`config.mk`:
```
export PLATFORM = sky130hd
export DESIGN_NAME = abpt_transceiver
export DESIGN_NICKNAME = d
export VERILOG_FILES = /design/src/abpt_pkg.sv /design/src/abpt_label_mem.sv /design/src/abpt_transceiver.sv
export SDC_FILE = /design/constraint.sdc
export NUM_CORES = 1
export LEC_CHECK = 0
export ABC_CLOCK_PERIOD_IN_PS = 17700
export BUFFER_PORTS_ARGS = -buffer_cell sky130_fd_sc_hd__buf_4
export CAP_MARGIN = 0
export CORE_UTILIZATION = 65
export CTS_BUF_LIST = sky130_fd_sc_hd__clkbuf_8
export CTS_CLUSTER_DIAMETER = 150
export CTS_CLUSTER_SIZE = 30
export DETAILED_ROUTE_END_ITERATION = 10
export PLACE_DENSITY = 0.91
export SLEW_MARGIN = 20
export SYNTH_ARGS = -nofsm -noshare
export SYNTH_HDL_FRONTEND = slang
export SYNTH_SLANG_ARGS = --single-unit
```
`constraint.sdc`:
```
create_clock -name i_clk -period 17.7 [get_ports i_clk]
set_input_delay 3.54 -clock i_clk [delete_from_list [all_inputs] [get_ports i_clk]]
set_output_delay 3.54 -clock i_clk [all_outputs]
set_load 0.02 [all_outputs]
```
`src/abpt_pkg.sv`:
```
// Purpose: shared constants and carriers of the byte port transceiver
// Assumes: one 20 MHz system clock, line clocks arrive as plain pins
// Notes: control and status bit positions, counts and pin indices

package abpt_pkg;

   // control word after master reset
   localparam logic [7:0] CR_RESET = 8'h25;

   // control bit positions
   localparam int CR_LABEL_READ = 1;
   localparam int CR_RX_EN = 2;
   localparam int CR_RX_BLOCK = 3;
   localparam int CR_SELF_TEST = 4;
   localparam int CR_PARITY = 5;
   localparam int CR_LABEL_MATCH = 7;

   // status bit positions
   localparam int SR_TX_READY = 0;
   localparam int SR_RX_READY = 1;
   localparam int SR_TX_IDLE = 2;
   localparam int SR_PARITY = 3;
   localparam int SR_OVERWRITE = 4;
   localparam int SR_FRAMING = 5;
   localparam int SR_FIRST = 6;
   localparam int SR_UNDERWRITE = 7;

   // sticky error vector positions
   localparam int ERR_PARITY = 0;
   localparam int ERR_OVERWRITE = 1;
   localparam int ERR_FRAMING = 2;
   localparam int ERR_UNDERWRITE = 3;

   // pin index in the synchroniser
   localparam int PIN_TX_CLK = 0;
   localparam int PIN_RX_CLK = 1;
   localparam int PIN_RX_ZERO = 2;
   localparam int PIN_RX_ONE = 3;
   localparam int PIN_FEATURE = 4;
   localparam int PIN_SEND_EN_N = 5;
   localparam int N_PINS = 6;

   // framing counts in ticks or bits
   localparam int TICKS_PER_BIT = 4;
   localparam int N_LABELS = 8;
   localparam logic [5:0] WORD_BITS = 6'h20;
   localparam logic [5:0] LAST_BIT = 6'h1f;
   localparam logic [3:0] RX_NULL_END = 4'(3 * TICKS_PER_BIT);
   localparam logic [4:0] TX_GAP_END = 5'(4 * TICKS_PER_BIT - 1);
   localparam logic [3:0] LABEL_SEQ = 4'h8;
   localparam logic [2:0] BYTES_WORD = 3'h4;

   // host port, strobes active low
   typedef struct packed {
      logic chip_select_n;
      logic write_strobe_n;
      logic read_strobe_n;
      logic reg_or_data_select;
      logic [7:0] data;
   } abpt_host_s;

   typedef enum logic [1:0] {TX_IDLE, TX_SEND, TX_GAP} abpt_tx_e;

endpackage

```
`src/abpt_label_mem.sv`:
```
// Purpose: eight stored labels with registered readback and match flag
// Assumes: writes and compares in the system clock domain
// Notes: match flag lags the compare value by one clock

`timescale 1ns/1ps

module abpt_label_mem import abpt_pkg::*; (
   input wire logic i_clk,
   input wire logic i_sys_rst,
   input wire logic i_wr_en,
   input wire logic [2:0] i_waddr,
   input wire logic [7:0] i_wdata,
   input wire logic [2:0] i_raddr,
   input wire logic [7:0] i_cmp,
   output logic [7:0] o_rdata,
   output logic o_hit
);

   typedef struct packed {
      logic [N_LABELS-1:0][7:0] lbl;
      logic [7:0] rdata;
      logic hit;
   } abpt_mem_s;

   abpt_mem_s st;
   abpt_mem_s next_st;

   // store, read out and compare against every label
   always_comb begin
      next_st = st;
      if (i_wr_en) begin
         next_st.lbl[i_waddr] = i_wdata;
      end
      next_st.rdata = st.lbl[i_raddr];
      next_st.hit = 1'b0;
      for (int i = 0; i < N_LABELS; i++) begin
         if (st.lbl[i] == i_cmp) begin
            next_st.hit = 1'b1;
         end
      end
   end

   always_ff @(posedge i_clk or posedge i_sys_rst) begin
      if (i_sys_rst) begin
         st <= '0;
      end else begin
         st <= next_st;
      end
   end

   assign o_rdata = st.rdata;
   assign o_hit = st.hit;

endmodule

```
`src/abpt_transceiver.sv`:
```
// Purpose: serial word receiver and transmitter behind an 8-bit host port
// Assumes: host strobes are synchronous one-cycle pulses on i_clk
// Notes: line clocks and line pins are sampled, never used as clocks
// Operation
// each line clock input runs at four times its bit rate
// byte-at-a-time or whole 32-bit word buffering
// optional match of received labels against eight loaded labels
// only the master reset input resets the block
// error output high while any error is pending
// transmitter starts a word only while send enable is low
// idle output low during a transmission
// word ready high while received data waits for the host
// load ready high while the host may write transmit data
// zero and one bits use separate zero and one lines
// host port works only under chip select; select picks register or data
// first byte flag raised when first character of a word is captured
// self test loops transmitter into receiver and uses transmit clock
// one parity option governs both directions
// errors: underwrite, parity, overwrite, sequence
// sequence error: both lines high, short word before three nulls, long word
// unmatched labels raise no error
// errors clear on master reset or a status read
// modes come from feature select pin and control word
// reset loads control default; first reception waits for a word gap
// status bits 1, 3, 4, 5, 6 report ready, parity, overwrite, framing, first
// enabling label match makes the next eight data writes load labels
// with parity on, bit 32 carries odd parity
// line side events are synchronised before the host sees them
//
// The address map and the strobed register port are this design's own decisions.

`timescale 1ns/1ps

module abpt_transceiver import abpt_pkg::*; (
   input wire logic i_clk,
   input wire logic i_sys_rst,
   input wire abpt_host_s i_host,
   input wire logic i_tx_clock_4x,
   input wire logic i_rx_clock_4x,
   input wire logic i_rx_zero_line,
   input wire logic i_rx_one_line,
   input wire logic i_hardware_feature_select,
   input wire logic i_send_enable_n,
   output logic [7:0] o_data,
   output logic o_data_oe,
   output logic o_error_flag,
   output logic o_tx_idle_n,
   output logic o_rx_word_ready,
   output logic o_tx_load_ready,
   output logic o_tx_zero_line,
   output logic o_tx_one_line,
   output logic o_first_byte_flag
);

   typedef struct packed {
      logic [N_PINS-1:0] s1;
      logic [N_PINS-1:0] s2;
      logic [N_PINS-1:0] s3;
      logic [N_PINS-1:0] pin;
      logic [N_PINS-1:0] pin_q;
      logic [7:0] ctrl;
      logic [3:0] lw_left;
      logic [2:0] lw_ptr;
      logic [3:0] lr_left;
      logic [2:0] lr_ptr;
      logic [3:0] errs;
      logic rx_hi;
      logic [3:0] rx_null;
      logic [5:0] rx_bits;
      logic [31:0] rx_sh;
      logic rx_par;
      logic rx_armed;
      logic rx_bad;
      logic rx_pass;
      logic [1:0] rx_pend;
      logic [31:0] rbuf;
      logic [2:0] rx_left;
      logic [1:0] rd_ptr;
      logic first;
      abpt_tx_e tx_st;
      logic [31:0] tx_buf;
      logic [2:0] tx_cnt;
      logic [31:0] tx_sh;
      logic [5:0] tx_bit;
      logic [1:0] tx_ph;
      logic [4:0] tx_gap;
      logic tx_par;
      logic tx_l0;
      logic tx_l1;
      logic [7:0] data;
      logic data_oe;
      logic err;
      logic idle_n;
      logic rx_rdy;
      logic tx_rdy;
      logic out0;
      logic out1;
      logic first_o;
   } abpt_state_s;

   abpt_state_s st;
   abpt_state_s next_st;

   logic feature;
   logic par_en;
   logic mode32;
   logic lbl_en;
   logic self_test;
   logic tx_tick;
   logic rx_tick;
   logic line0;
   logic line1;
   logic host_wr;
   logic host_rd;
   logic tx_wr;
   logic lbl_wr;
   logic deliver;
   logic [31:0] dval;
   logic [2:0] dcnt;
   logic dfirst;
   logic err_ok;
   logic tx_b;
   logic [2:0] limit;
   logic [7:0] lbl_rdata;
   logic lbl_hit;

   // rising edge of a filtered pin
   function automatic logic rose(input logic [N_PINS-1:0] now, input logic [N_PINS-1:0] was,
                                 input int idx);
      rose = now[idx] & ~was[idx];
   endfunction

   abpt_label_mem u_labels (
      .i_clk(i_clk),
      .i_sys_rst(i_sys_rst),
      .i_wr_en(lbl_wr),
      .i_waddr(st.lw_ptr),
      .i_wdata(i_host.data),
      .i_raddr(st.lr_ptr),
      .i_cmp(st.rx_sh[31:24]),
      .o_rdata(lbl_rdata),
      .o_hit(lbl_hit)
   );

   always_comb begin
      next_st = st;
      // three-stage sampling; a level counts once stages two and three agree
      next_st.s1 = {i_send_enable_n, i_hardware_feature_select, i_rx_one_line,
                    i_rx_zero_line, i_rx_clock_4x, i_tx_clock_4x};
      next_st.s2 = st.s1;
      next_st.s3 = st.s2;
      next_st.pin_q = st.pin;
      for (int i = 0; i < N_PINS; i++) begin
         if (st.s2[i] == st.s3[i]) begin
            next_st.pin[i] = st.s3[i];
         end
      end

      // mode decode from feature pin and control word
      feature = st.pin[PIN_FEATURE];
      par_en = feature | st.ctrl[CR_PARITY];
      mode32 = feature & ~st.ctrl[CR_PARITY];
      lbl_en = feature & st.ctrl[CR_LABEL_MATCH];
      self_test = st.ctrl[CR_SELF_TEST];
      tx_tick = rose(st.pin, st.pin_q, PIN_TX_CLK);
      rx_tick = self_test ? tx_tick : rose(st.pin, st.pin_q, PIN_RX_CLK);
      line0 = self_test ? st.tx_l0 : st.pin[PIN_RX_ZERO];
      line1 = self_test ? st.tx_l1 : st.pin[PIN_RX_ONE];
      limit = mode32 ? BYTES_WORD : 3'h1;

      // host port decode
      host_wr = ~i_host.chip_select_n & ~i_host.write_strobe_n;
      host_rd = ~i_host.chip_select_n & ~i_host.read_strobe_n;
      tx_wr = 1'b0;
      lbl_wr = 1'b0;
      next_st.data_oe = host_rd;
      if (host_rd && i_host.reg_or_data_select) begin
         next_st.data = {st.errs[ERR_UNDERWRITE], st.first, st.errs[ERR_FRAMING],
                         st.errs[ERR_OVERWRITE], st.errs[ERR_PARITY], st.idle_n,
                         st.rx_rdy, st.tx_rdy};
         next_st.errs = '0;
      end else if (host_rd) begin
         if (st.lr_left != 4'h0) begin
            next_st.data = lbl_rdata;
            next_st.lr_left = 4'(st.lr_left - 4'h1);
            next_st.lr_ptr = 3'(st.lr_ptr + 3'h1);
         end else begin
            next_st.data = st.rbuf[8 * st.rd_ptr +: 8];
            if (st.rx_left != 3'h0) begin
               next_st.rx_left = 3'(st.rx_left - 3'h1);
               next_st.rd_ptr = 2'(st.rd_ptr + 2'h1);
               if (st.rx_left == 3'h1) begin
                  next_st.first = 1'b0;
               end
            end
         end
      end
      if (host_wr && i_host.reg_or_data_select) begin
         next_st.ctrl = i_host.data;
         if (feature && i_host.data[CR_LABEL_MATCH] && !st.ctrl[CR_LABEL_MATCH]) begin
            next_st.lw_left = LABEL_SEQ;
            next_st.lw_ptr = 3'h0;
         end
         if (feature && i_host.data[CR_LABEL_READ] && !st.ctrl[CR_LABEL_READ]) begin
            next_st.lr_left = LABEL_SEQ;
            next_st.lr_ptr = 3'h0;
         end
      end else if (host_wr) begin
         if (st.lw_left != 4'h0) begin
            lbl_wr = 1'b1;
            next_st.lw_left = 4'(st.lw_left - 4'h1);
            next_st.lw_ptr = 3'(st.lw_ptr + 3'h1);
         end else begin
            tx_wr = 1'b1;
         end
      end

      // receiver: bit capture, word end and sequence checks
      deliver = 1'b0;
      dval = st.rbuf;
      dcnt = 3'h1;
      dfirst = 1'b0;
      err_ok = st.rx_armed & ((st.rx_bits < 6'h08) | st.rx_pass);
      next_st.rx_pend = {st.rx_pend[0], 1'b0};
      if (!st.ctrl[CR_RX_EN]) begin
         next_st.rx_armed = 1'b0;
         next_st.rx_bits = 6'h00;
         next_st.rx_bad = 1'b0;
         next_st.rx_null = 4'h0;
         next_st.rx_par = 1'b0;
         next_st.rx_pass = 1'b1;
      end else if (rx_tick) begin
         next_st.rx_hi = line0 | line1;
         if (line0 & line1) begin
            next_st.rx_bad = 1'b1;
            if (err_ok && !st.rx_bad) begin
               next_st.errs[ERR_FRAMING] = 1'b1;
            end
         end else if ((line0 | line1) && !st.rx_hi && st.rx_armed && !st.rx_bad) begin
            if (st.rx_bits == WORD_BITS) begin
               next_st.rx_bad = 1'b1;
               if (err_ok) begin
                  next_st.errs[ERR_FRAMING] = 1'b1;
               end
            end else begin
               next_st.rx_sh = {line1, st.rx_sh[31:1]};
               next_st.rx_par = st.rx_par ^ line1;
               next_st.rx_bits = 6'(st.rx_bits + 6'h01);
               if (st.rx_bits[2:0] == 3'h7 && st.rx_bits != LAST_BIT &&
                   (!mode32 || st.rx_bits == 6'h07)) begin
                  next_st.rx_pend[0] = 1'b1;
               end
            end
         end
         if (line0 | line1) begin
            next_st.rx_null = 4'h0;
         end else if (st.rx_null != RX_NULL_END) begin
            next_st.rx_null = 4'(st.rx_null + 4'h1);
            if (next_st.rx_null == RX_NULL_END) begin
               next_st.rx_armed = 1'b1;
               if (st.rx_armed && st.rx_bits != 6'h00 && !st.rx_bad) begin
                  if (st.rx_bits != WORD_BITS) begin
                     if (err_ok) begin
                        next_st.errs[ERR_FRAMING] = 1'b1;
                     end
                  end else if (st.rx_pass) begin
                     if (par_en && !st.rx_par) begin
                        next_st.errs[ERR_PARITY] = 1'b1;
                     end else if (!st.ctrl[CR_RX_BLOCK]) begin
                        deliver = 1'b1;
                        dval = mode32 ? st.rx_sh : {24'h000000, st.rx_sh[31:24]};
                        dcnt = mode32 ? BYTES_WORD : 3'h1;
                        dfirst = mode32;
                     end
                     next_st.ctrl[CR_RX_BLOCK] = 1'b0;
                  end
               end
               next_st.rx_bits = 6'h00;
               next_st.rx_par = 1'b0;
               next_st.rx_bad = 1'b0;
               next_st.rx_pass = 1'b1;
            end
         end
      end
      // byte boundary, two clocks after the shift so the label match has settled
      if (st.rx_pend[1] && !st.rx_bad) begin
         if (st.rx_bits == 6'h08) begin
            next_st.rx_pass = ~lbl_en | lbl_hit;
         end
         if (!mode32 && (st.rx_bits != 6'h08 || !lbl_en || lbl_hit) && st.rx_pass &&
             !st.ctrl[CR_RX_BLOCK]) begin
            deliver = 1'b1;
            dval = {24'h000000, st.rx_sh[31:24]};
            dcnt = 3'h1;
            dfirst = st.rx_bits == 6'h08;
         end
      end
      // hand a byte or word to the host buffer
      if (deliver) begin
         if (st.rx_left != 3'h0) begin
            next_st.errs[ERR_OVERWRITE] = 1'b1;
         end
         next_st.rbuf = dval;
         next_st.rx_left = dcnt;
         next_st.rd_ptr = 2'h0;
         next_st.first = dfirst;
      end

      // transmitter: return-to-zero bits, four ticks each, then a gap
      tx_b = (par_en && st.tx_bit == LAST_BIT) ? ~st.tx_par : st.tx_sh[0];
      case (st.tx_st)
         TX_IDLE: begin
            next_st.tx_l0 = 1'b0;
            next_st.tx_l1 = 1'b0;
            if (tx_tick && !st.pin[PIN_SEND_EN_N] &&
                (mode32 ? st.tx_cnt == BYTES_WORD : st.tx_cnt != 3'h0)) begin
               next_st.tx_sh = mode32 ? st.tx_buf : {24'h000000, st.tx_buf[7:0]};
               next_st.tx_cnt = 3'h0;
               next_st.tx_bit = 6'h00;
               next_st.tx_ph = 2'h0;
               next_st.tx_par = 1'b0;
               next_st.tx_st = TX_SEND;
            end
         end
         TX_SEND: begin
            if (tx_tick) begin
               next_st.tx_ph = 2'(st.tx_ph + 2'h1);
               if (st.tx_ph == 2'h0) begin
                  next_st.tx_l0 = ~tx_b;
                  next_st.tx_l1 = tx_b;
               end else if (st.tx_ph == 2'h2) begin
                  next_st.tx_l0 = 1'b0;
                  next_st.tx_l1 = 1'b0;
               end else if (st.tx_ph == 2'h3) begin
                  next_st.tx_sh = {1'b0, st.tx_sh[31:1]};
                  next_st.tx_par = st.tx_par ^ tx_b;
                  next_st.tx_bit = 6'(st.tx_bit + 6'h01);
                  if (st.tx_bit == LAST_BIT) begin
                     next_st.tx_gap = 5'h00;
                     next_st.tx_st = TX_GAP;
                  end else if (!mode32 && st.tx_bit[2:0] == 3'h7) begin
                     if (st.tx_cnt != 3'h0) begin
                        next_st.tx_sh[7:0] = st.tx_buf[7:0];
                        next_st.tx_cnt = 3'h0;
                     end else begin
                        next_st.errs[ERR_UNDERWRITE] = 1'b1;
                        next_st.tx_gap = 5'h00;
                        next_st.tx_st = TX_GAP;
                     end
                  end
               end
            end
         end
         TX_GAP: begin
            next_st.tx_l0 = 1'b0;
            next_st.tx_l1 = 1'b0;
            if (tx_tick) begin
               next_st.tx_gap = 5'(st.tx_gap + 5'h01);
               if (st.tx_gap == TX_GAP_END) begin
                  next_st.tx_st = TX_IDLE;
               end
            end
         end
         default: begin
            next_st.tx_st = TX_IDLE;
         end
      endcase
      // host load into the transmit buffer, after any consumption above
      if (tx_wr && next_st.tx_cnt < limit) begin
         next_st.tx_buf[8 * next_st.tx_cnt[1:0] +: 8] = i_host.data;
         next_st.tx_cnt = 3'(next_st.tx_cnt + 3'h1);
      end

      // registered outputs
      next_st.err = |next_st.errs;
      next_st.idle_n = next_st.tx_st == TX_IDLE;
      next_st.rx_rdy = next_st.rx_left != 3'h0;
      next_st.tx_rdy = next_st.tx_cnt < limit;
      next_st.out0 = next_st.tx_l0 & ~self_test;
      next_st.out1 = next_st.tx_l1 & ~self_test;
      next_st.first_o = next_st.first;
   end

   // master reset pin is the only reset source
   always_ff @(posedge i_clk or posedge i_sys_rst) begin
      if (i_sys_rst) begin
         st <= '0;
         st.ctrl <= CR_RESET;
         st.rx_pass <= 1'b1;
         st.tx_st <= TX_IDLE;
         st.idle_n <= 1'b1;
         st.tx_rdy <= 1'b1;
      end else begin
         st <= next_st;
      end
   end

   assign o_data = st.data;
   assign o_data_oe = st.data_oe;
   assign o_error_flag = st.err;
   assign o_tx_idle_n = st.idle_n;
   assign o_rx_word_ready = st.rx_rdy;
   assign o_tx_load_ready = st.tx_rdy;
   assign o_tx_zero_line = st.out0;
   assign o_tx_one_line = st.out1;
   assign o_first_byte_flag = st.first_o;

endmodule

```
* After elaboration in Yosys (flattened, before gate mapping)
Cells that the tools add are included.
** Cells by class
- Shifts and indexed selects :: 3
- Equal/unequal tests :: 48
- Reductions and logical operators :: 66
- Multiplexer cells :: 196
- Bitwise gates (word level) :: 28
- Add/subtract/negate cells :: 13
- Magnitude comparators :: 6
** Operator list (number)
- $mux 32 :: 14
- $mux 41 :: 3
- $mux 39 :: 3
- $mux 1 :: 94
- $pmux 43 s2 :: 1
- $bwmux 64 :: 1
- $eq 8x8->1 :: 8
- $mux 8 :: 8
- $mux 7 :: 9
- $mux 6 :: 10
- $mux 3 :: 17
- $mux 51 :: 1
- $mux 48 :: 1
- $mux 43 :: 1
- $neg 5->34 :: 1
- $shift 8x34->32 const A :: 1
- $shiftx 8x34->32 :: 1
- $bwmux 32 :: 1
- $shiftx 32x6->8 :: 1
- $mux 4 :: 7
- $mux 2 :: 13
- $logic_and 1x1->1 :: 25
- $bmux 8 s3 :: 1
- $demux 8 s3 :: 1
- 55 further kinds :: 137
** Word-level totals
- Register bits :: 312
- Word-level logic and storage cells :: 418

* Logic depth before layout (Yosys ltp)
- Depth in word-level cells :: 17
- Depth in mapped cells :: 15
- Depth with buffers taken out :: 14

* Hierarchy
Synthesis repeated with hierarchy kept, for this count alone.
** Unflattened totals
- Cells, all modules :: 1279
- Area total of the unflattened synthesis :: 14909.3 um2
** Modules (own cells, without submodules)
- abpt_transceiver :: times used 1, area each 10877.9 um2, cells an instance 993
- abpt_label_mem :: times used 1, area each 4031.4 um2, cells an instance 286

* Worst setup path before layout
Ideal clock, no wire load.
- Path type :: in2reg
- From :: input i_host[11] (netlist bit)
- To :: register u_labels.st[10] (netlist bit)
- Setup slack :: 12569 ps
- Path buffers :: 1
- Arrival time :: 5006 ps
- Cell stages on the path :: 4
- Required time :: 17575 ps
- Cell sequence :: or4_4 > buf_4 > nor4_4 > mux2_2
** Between the ends
- Cells in the longest elaborated chain, start to end :: 4
- Elaborated cells between the ends (all ways) :: 5
- Those cells by class :: mux: 2; bitwise: 2; reduce/logical: 1
** Ends and longest elaborated chain
- from (decl) :: RTL line abpt_transceiver.sv:37 : input wire abpt_host_s i_host,
- $not 1->1 * :: RTL line abpt_transceiver.sv:172 : host_wr = ~i_host.chip_select_n & ~i_host.write_strobe_n;
- $and 1x1->1 * :: RTL line abpt_transceiver.sv:172
- $mux 1 or $logic_and 1x1->1 (tied branches) :: RTL line abpt_transceiver.sv:208, abpt_transceiver.sv:198
- $mux 1 * :: RTL line abpt_transceiver.sv:198 : if (host_wr && i_host.reg_or_data_select) begin
- to (signal assigned) :: RTL line abpt_label_mem.sv:47 : st <= next_st;
- to (decl) :: RTL line abpt_label_mem.sv:25 : abpt_mem_s st;
Every way passes the cells marked *; elsewhere a longest branch is shown, timed or not.
A chain may end at the register's enable or synchronous reset.

==> impl_metrics.py <==
metrics = {
    "synthesis": {
        "synthCells": 1189,
        "synthXorXnorAreaFrac": 0.0465,
        "synth_flop_cell": "dfrtp_1",
        "ys_ff_latch": 310,
        "synth_area_sq_mm": 0.0147,
        "synth.avg_cell_area_sq_um": 12.4,
        "synth-edff-count": 0,
        "syn-num-nets": 1236,
        "ys_warn_count": 0,
        "synth_top_family_by_area": "compound AO/OA/AOI/OAI gates",
        "synthMuxAreaShare": 0.128,
        "synthArstFlopShare": 1.00,
        "synthAdderAreaFrac": 0.0271,
        "synth-simple-area-share": 0.103,
        "synthDistinctLibCells": 90,
        "synth_compound_area_frac": 0.130,
        "ys_seq_area_frac": 0.528,
    },
    "drt": {
        "drcViolationCount": 2,
        "drtIter0Drc": 892,
        "viasPerCell": 6.56,
        "wirelength_microns": 30900,
        "drt-pass1-iter-count": 11,
        "drtAntennaViolNets": 0,
        "via_count": 9614,
        "wl_per_cell_microns": 21.1,
    },
    "clock_tree": {
        "clk_pin_slew_worst_paths_ns": 0.17,
        "cts-root-buf": "clkbuf_8",
        "clkSinkCount": 310,
        "ctsHoldBuffers": 0,
        "cts_tree": "yes",
        "clockBufferDepth": 3,
        "post_cts_buffers": 0,
        "clk_latency_ns": 0.57,
        "cts_resized": 0,
        "htree_levels": 1,
        "cts-buffers-inserted": 14,
    },
    "sta": {
        "worst_slack_ns": 12.71,
        "drv_slew": 0,
        "min_period_over_period": 0.282,
        "setup-tns-final_ns": 0,
        "grt_setup_unrepaired": "no",
        "fin_skew_ns": 0.0411,
        "setup_viol": 0,
        "slew_headroom": 0.239,
        "max_freq_ghz": 0.200,
        "finalHoldViolCount": 0,
        "worst_slew_pin_slew_ns": 1.14,
        "min_period_ns": 4.99,
    },
    "final_layout": {
        "area_growth_pct": 4.23,
        "drive_above_1_share": 0.209,
        "final-seq-area_sq_mm": 0.00776,
        "diodes": 0,
        "nets": 1228,
        "nFillCells": 1469,
        "multiInputGateArea_sq_mm": 0.00641,
    },
    "floorplanning": {
        "core_area_sq_mm": 0.0220,
        "fp-row-count": 54,
        "die-area_sq_mm": 0.0232,
        "die_width_microns": 152,
        "pin_count": 36,
        "start_util": 0.668,
        "die_y_microns": 152,
    },
    "power": {
        "p_leak_nw": 7.32,
        "pwr_density_cell_mw_per_mm2": 114,
        "vdd_ir_drop_max_mv": 0.0591,
    },
    "run_status": {
        "status": "complete, but fails checks",
        "violations": "DRC",
    },
    "global_route": {
        "antenna_found_initial": 0,
        "grt_pass1_wl_microns": 51300,
        "track_usage": 0.274,
        "grt_max_degree": 200,
        "grt_pass1_vias": 9717,
        "overflow": 0,
    },
    "worst_setup_path": {
        "arrival_ns": 5.49,
        "crit_required_ns": 18.20,
        "end_kind": "flop",
        "startpoint_type": "primary input",
        "critical_path_class": "primary input to flop",
        "cp_max_fo": 23,
    },
    "placed_design": {
        "dp_slack_ns": 12.17,
        "io_buffers": 35,
        "hpwl_microns": 21300,
        "gp_congestion": 0.887,
    },
    "job": {
        "max_cap_violations": 0,
    },
    "hold_path": {
        "hp-class": "flop to flop",
    },
}
==> area by class of cell <==
| class | instances | share of cell area |
|---|---|---|
| flip-flops and latches | 310 | 0.507 |
| multi-input cells | 758 | 0.418 |
| repair buffers | 42 | 0.0227 |
| inverters | 55 | 0.0140 |
| well taps | 280 | 0.0229 |
| clock buffers | 15 | 0.0135 |
| clock inverters | 5 | 0.00229 |
==> cell usage after synthesis, types with 3 or more instances <==
master     count  area share
o21ai_0       44       0.015
or4_1          4      0.0020
nand2b_1      13      0.0055
a211oi_1       7      0.0036
a21oi_1       32       0.011
xor2_1        40       0.024
buf_2         18      0.0061
nand3b_1       3      0.0015
a21o_1        14      0.0071
mux4_2        24       0.037
maj3_1         6      0.0041
o31ai_1        4      0.0020
inv_1         54       0.014
o221a_2        8      0.0061
nor2_1        52       0.013
o2111ai_1      3      0.0018
nand4_1       14      0.0060
and3_1        10      0.0043
a21boi_0       3      0.0015
dfrtp_1      305        0.52
xnor2_1       38       0.023
o211ai_1       3      0.0015
nand4b_1       3      0.0018
dfstp_2        5      0.0089
mux2i_1       13      0.0088
nor3b_1        7      0.0036
a222oi_1      23       0.016
clkbuf_1      21      0.0054
ha_1          27       0.023
nor4_4         3      0.0043
a22o_1        65       0.039
buf_1         14      0.0036
nor4_1        11      0.0047
o22ai_1        5      0.0021
mux2_2       108       0.083
or2_2          4      0.0017
buf_6          4      0.0031
nand2_1       57       0.015
or3_1          5      0.0021
nor3_2         3      0.0020
a31oi_1        6      0.0026
buf_4          9      0.0046
nand3_1       28      0.0095
nor3_1         6      0.0020
nor2b_1        7      0.0030
==> worst max-delay path: stages <==
cell and delay [ns]:
buf_4 0.19, nor4_1 0.38, and3_1 0.45, a21oi_1 0.13, a211oi_1 0.34, ha_1 0.30, o22ai_1 0.16
==> flip-flops by register name, summed over array words and instances, names as in the netlist, 8 cells and up <==
register	flops
st	201
u_labels.o_rdata	8
next_st	18
o_data	8
u_labels.st	64
==> per-stage QoR <==
stage          area (sq um)  instances  power (mW)  hold WS (ns)   util
6_report              15300       1465        1.74         0.360  0.696
5_1_grt               15300       1465        1.83         0.379  0.696
3_3_place_gp          15100       1444        1.43         0.332  0.684
4_1_cts               15300       1464        1.75         0.370  0.695
2_1_floorplan         14700       1189        1.33         0.331      -
3_5_place_dp          15100       1444        1.46         0.335  0.684
==> worst paths after layout <==
path | startpoint | to | slack (ns) | depth (start not counted)
worst max register to register | next_st[214] | o_tx_load_ready | 13.94 | 12
worst max-delay path | i_host[8] | o_tx_load_ready | 12.71 | 7
max in group asynchronous | i_sys_rst | st[158] | 13.17 | 4
min in group asynchronous | i_sys_rst | st[77] | 3.09 | 2
worst min register to register | next_st[140] | st[140] | 0.36 | 0
worst min-delay path | next_st[140] | st[140] | 0.36 | 0
==> power by group <==
part           switching, mW  internal, mW
sequential             0.152         0.824
combinational          0.234         0.244
clock                  0.208        0.0820
==> layout by cell type, fill, tap and decap left out, types with 10 or more instances in the layout <==
master	n
xnor2_1	38
dfrtp_1	304
a21oi_1	32
inv_1	57
a222oi_1	23
ha_1	27
nand4_1	14
a21o_1	14
nand3_1	28
nand2b_1	13
xor2_1	40
nand2_1	57
buf_4	40
o21ai_0	44
nor4_1	11
nor2_1	51
and3_1	10
mux2_2	108
mux4_2	24
a22o_1	65
clkbuf_8	15
mux2i_1	13
==> cell families (layout without fill, tap and decap cells) <==
family          Yosys count  in the layout
flops                   310            310
compound gates          246            246
xor+xnor                 78             78
mux                     145            145
fa+ha+maj                33             33
simple gates            256            256
buf+inv                 121            117
==> routing by layer <==
layer	share of wire	wire, microns	vias up	track usage
li1	-	-	4331	-
met1	0.43	13300	4919	0.387
met2	0.49	15200	304	0.453
met3	0.050	1550	60	0.0270
met4	0.027	846	0	0.0885
met5	0	0	-	0
Note: power is estimated with default switching activity, not from simulation.
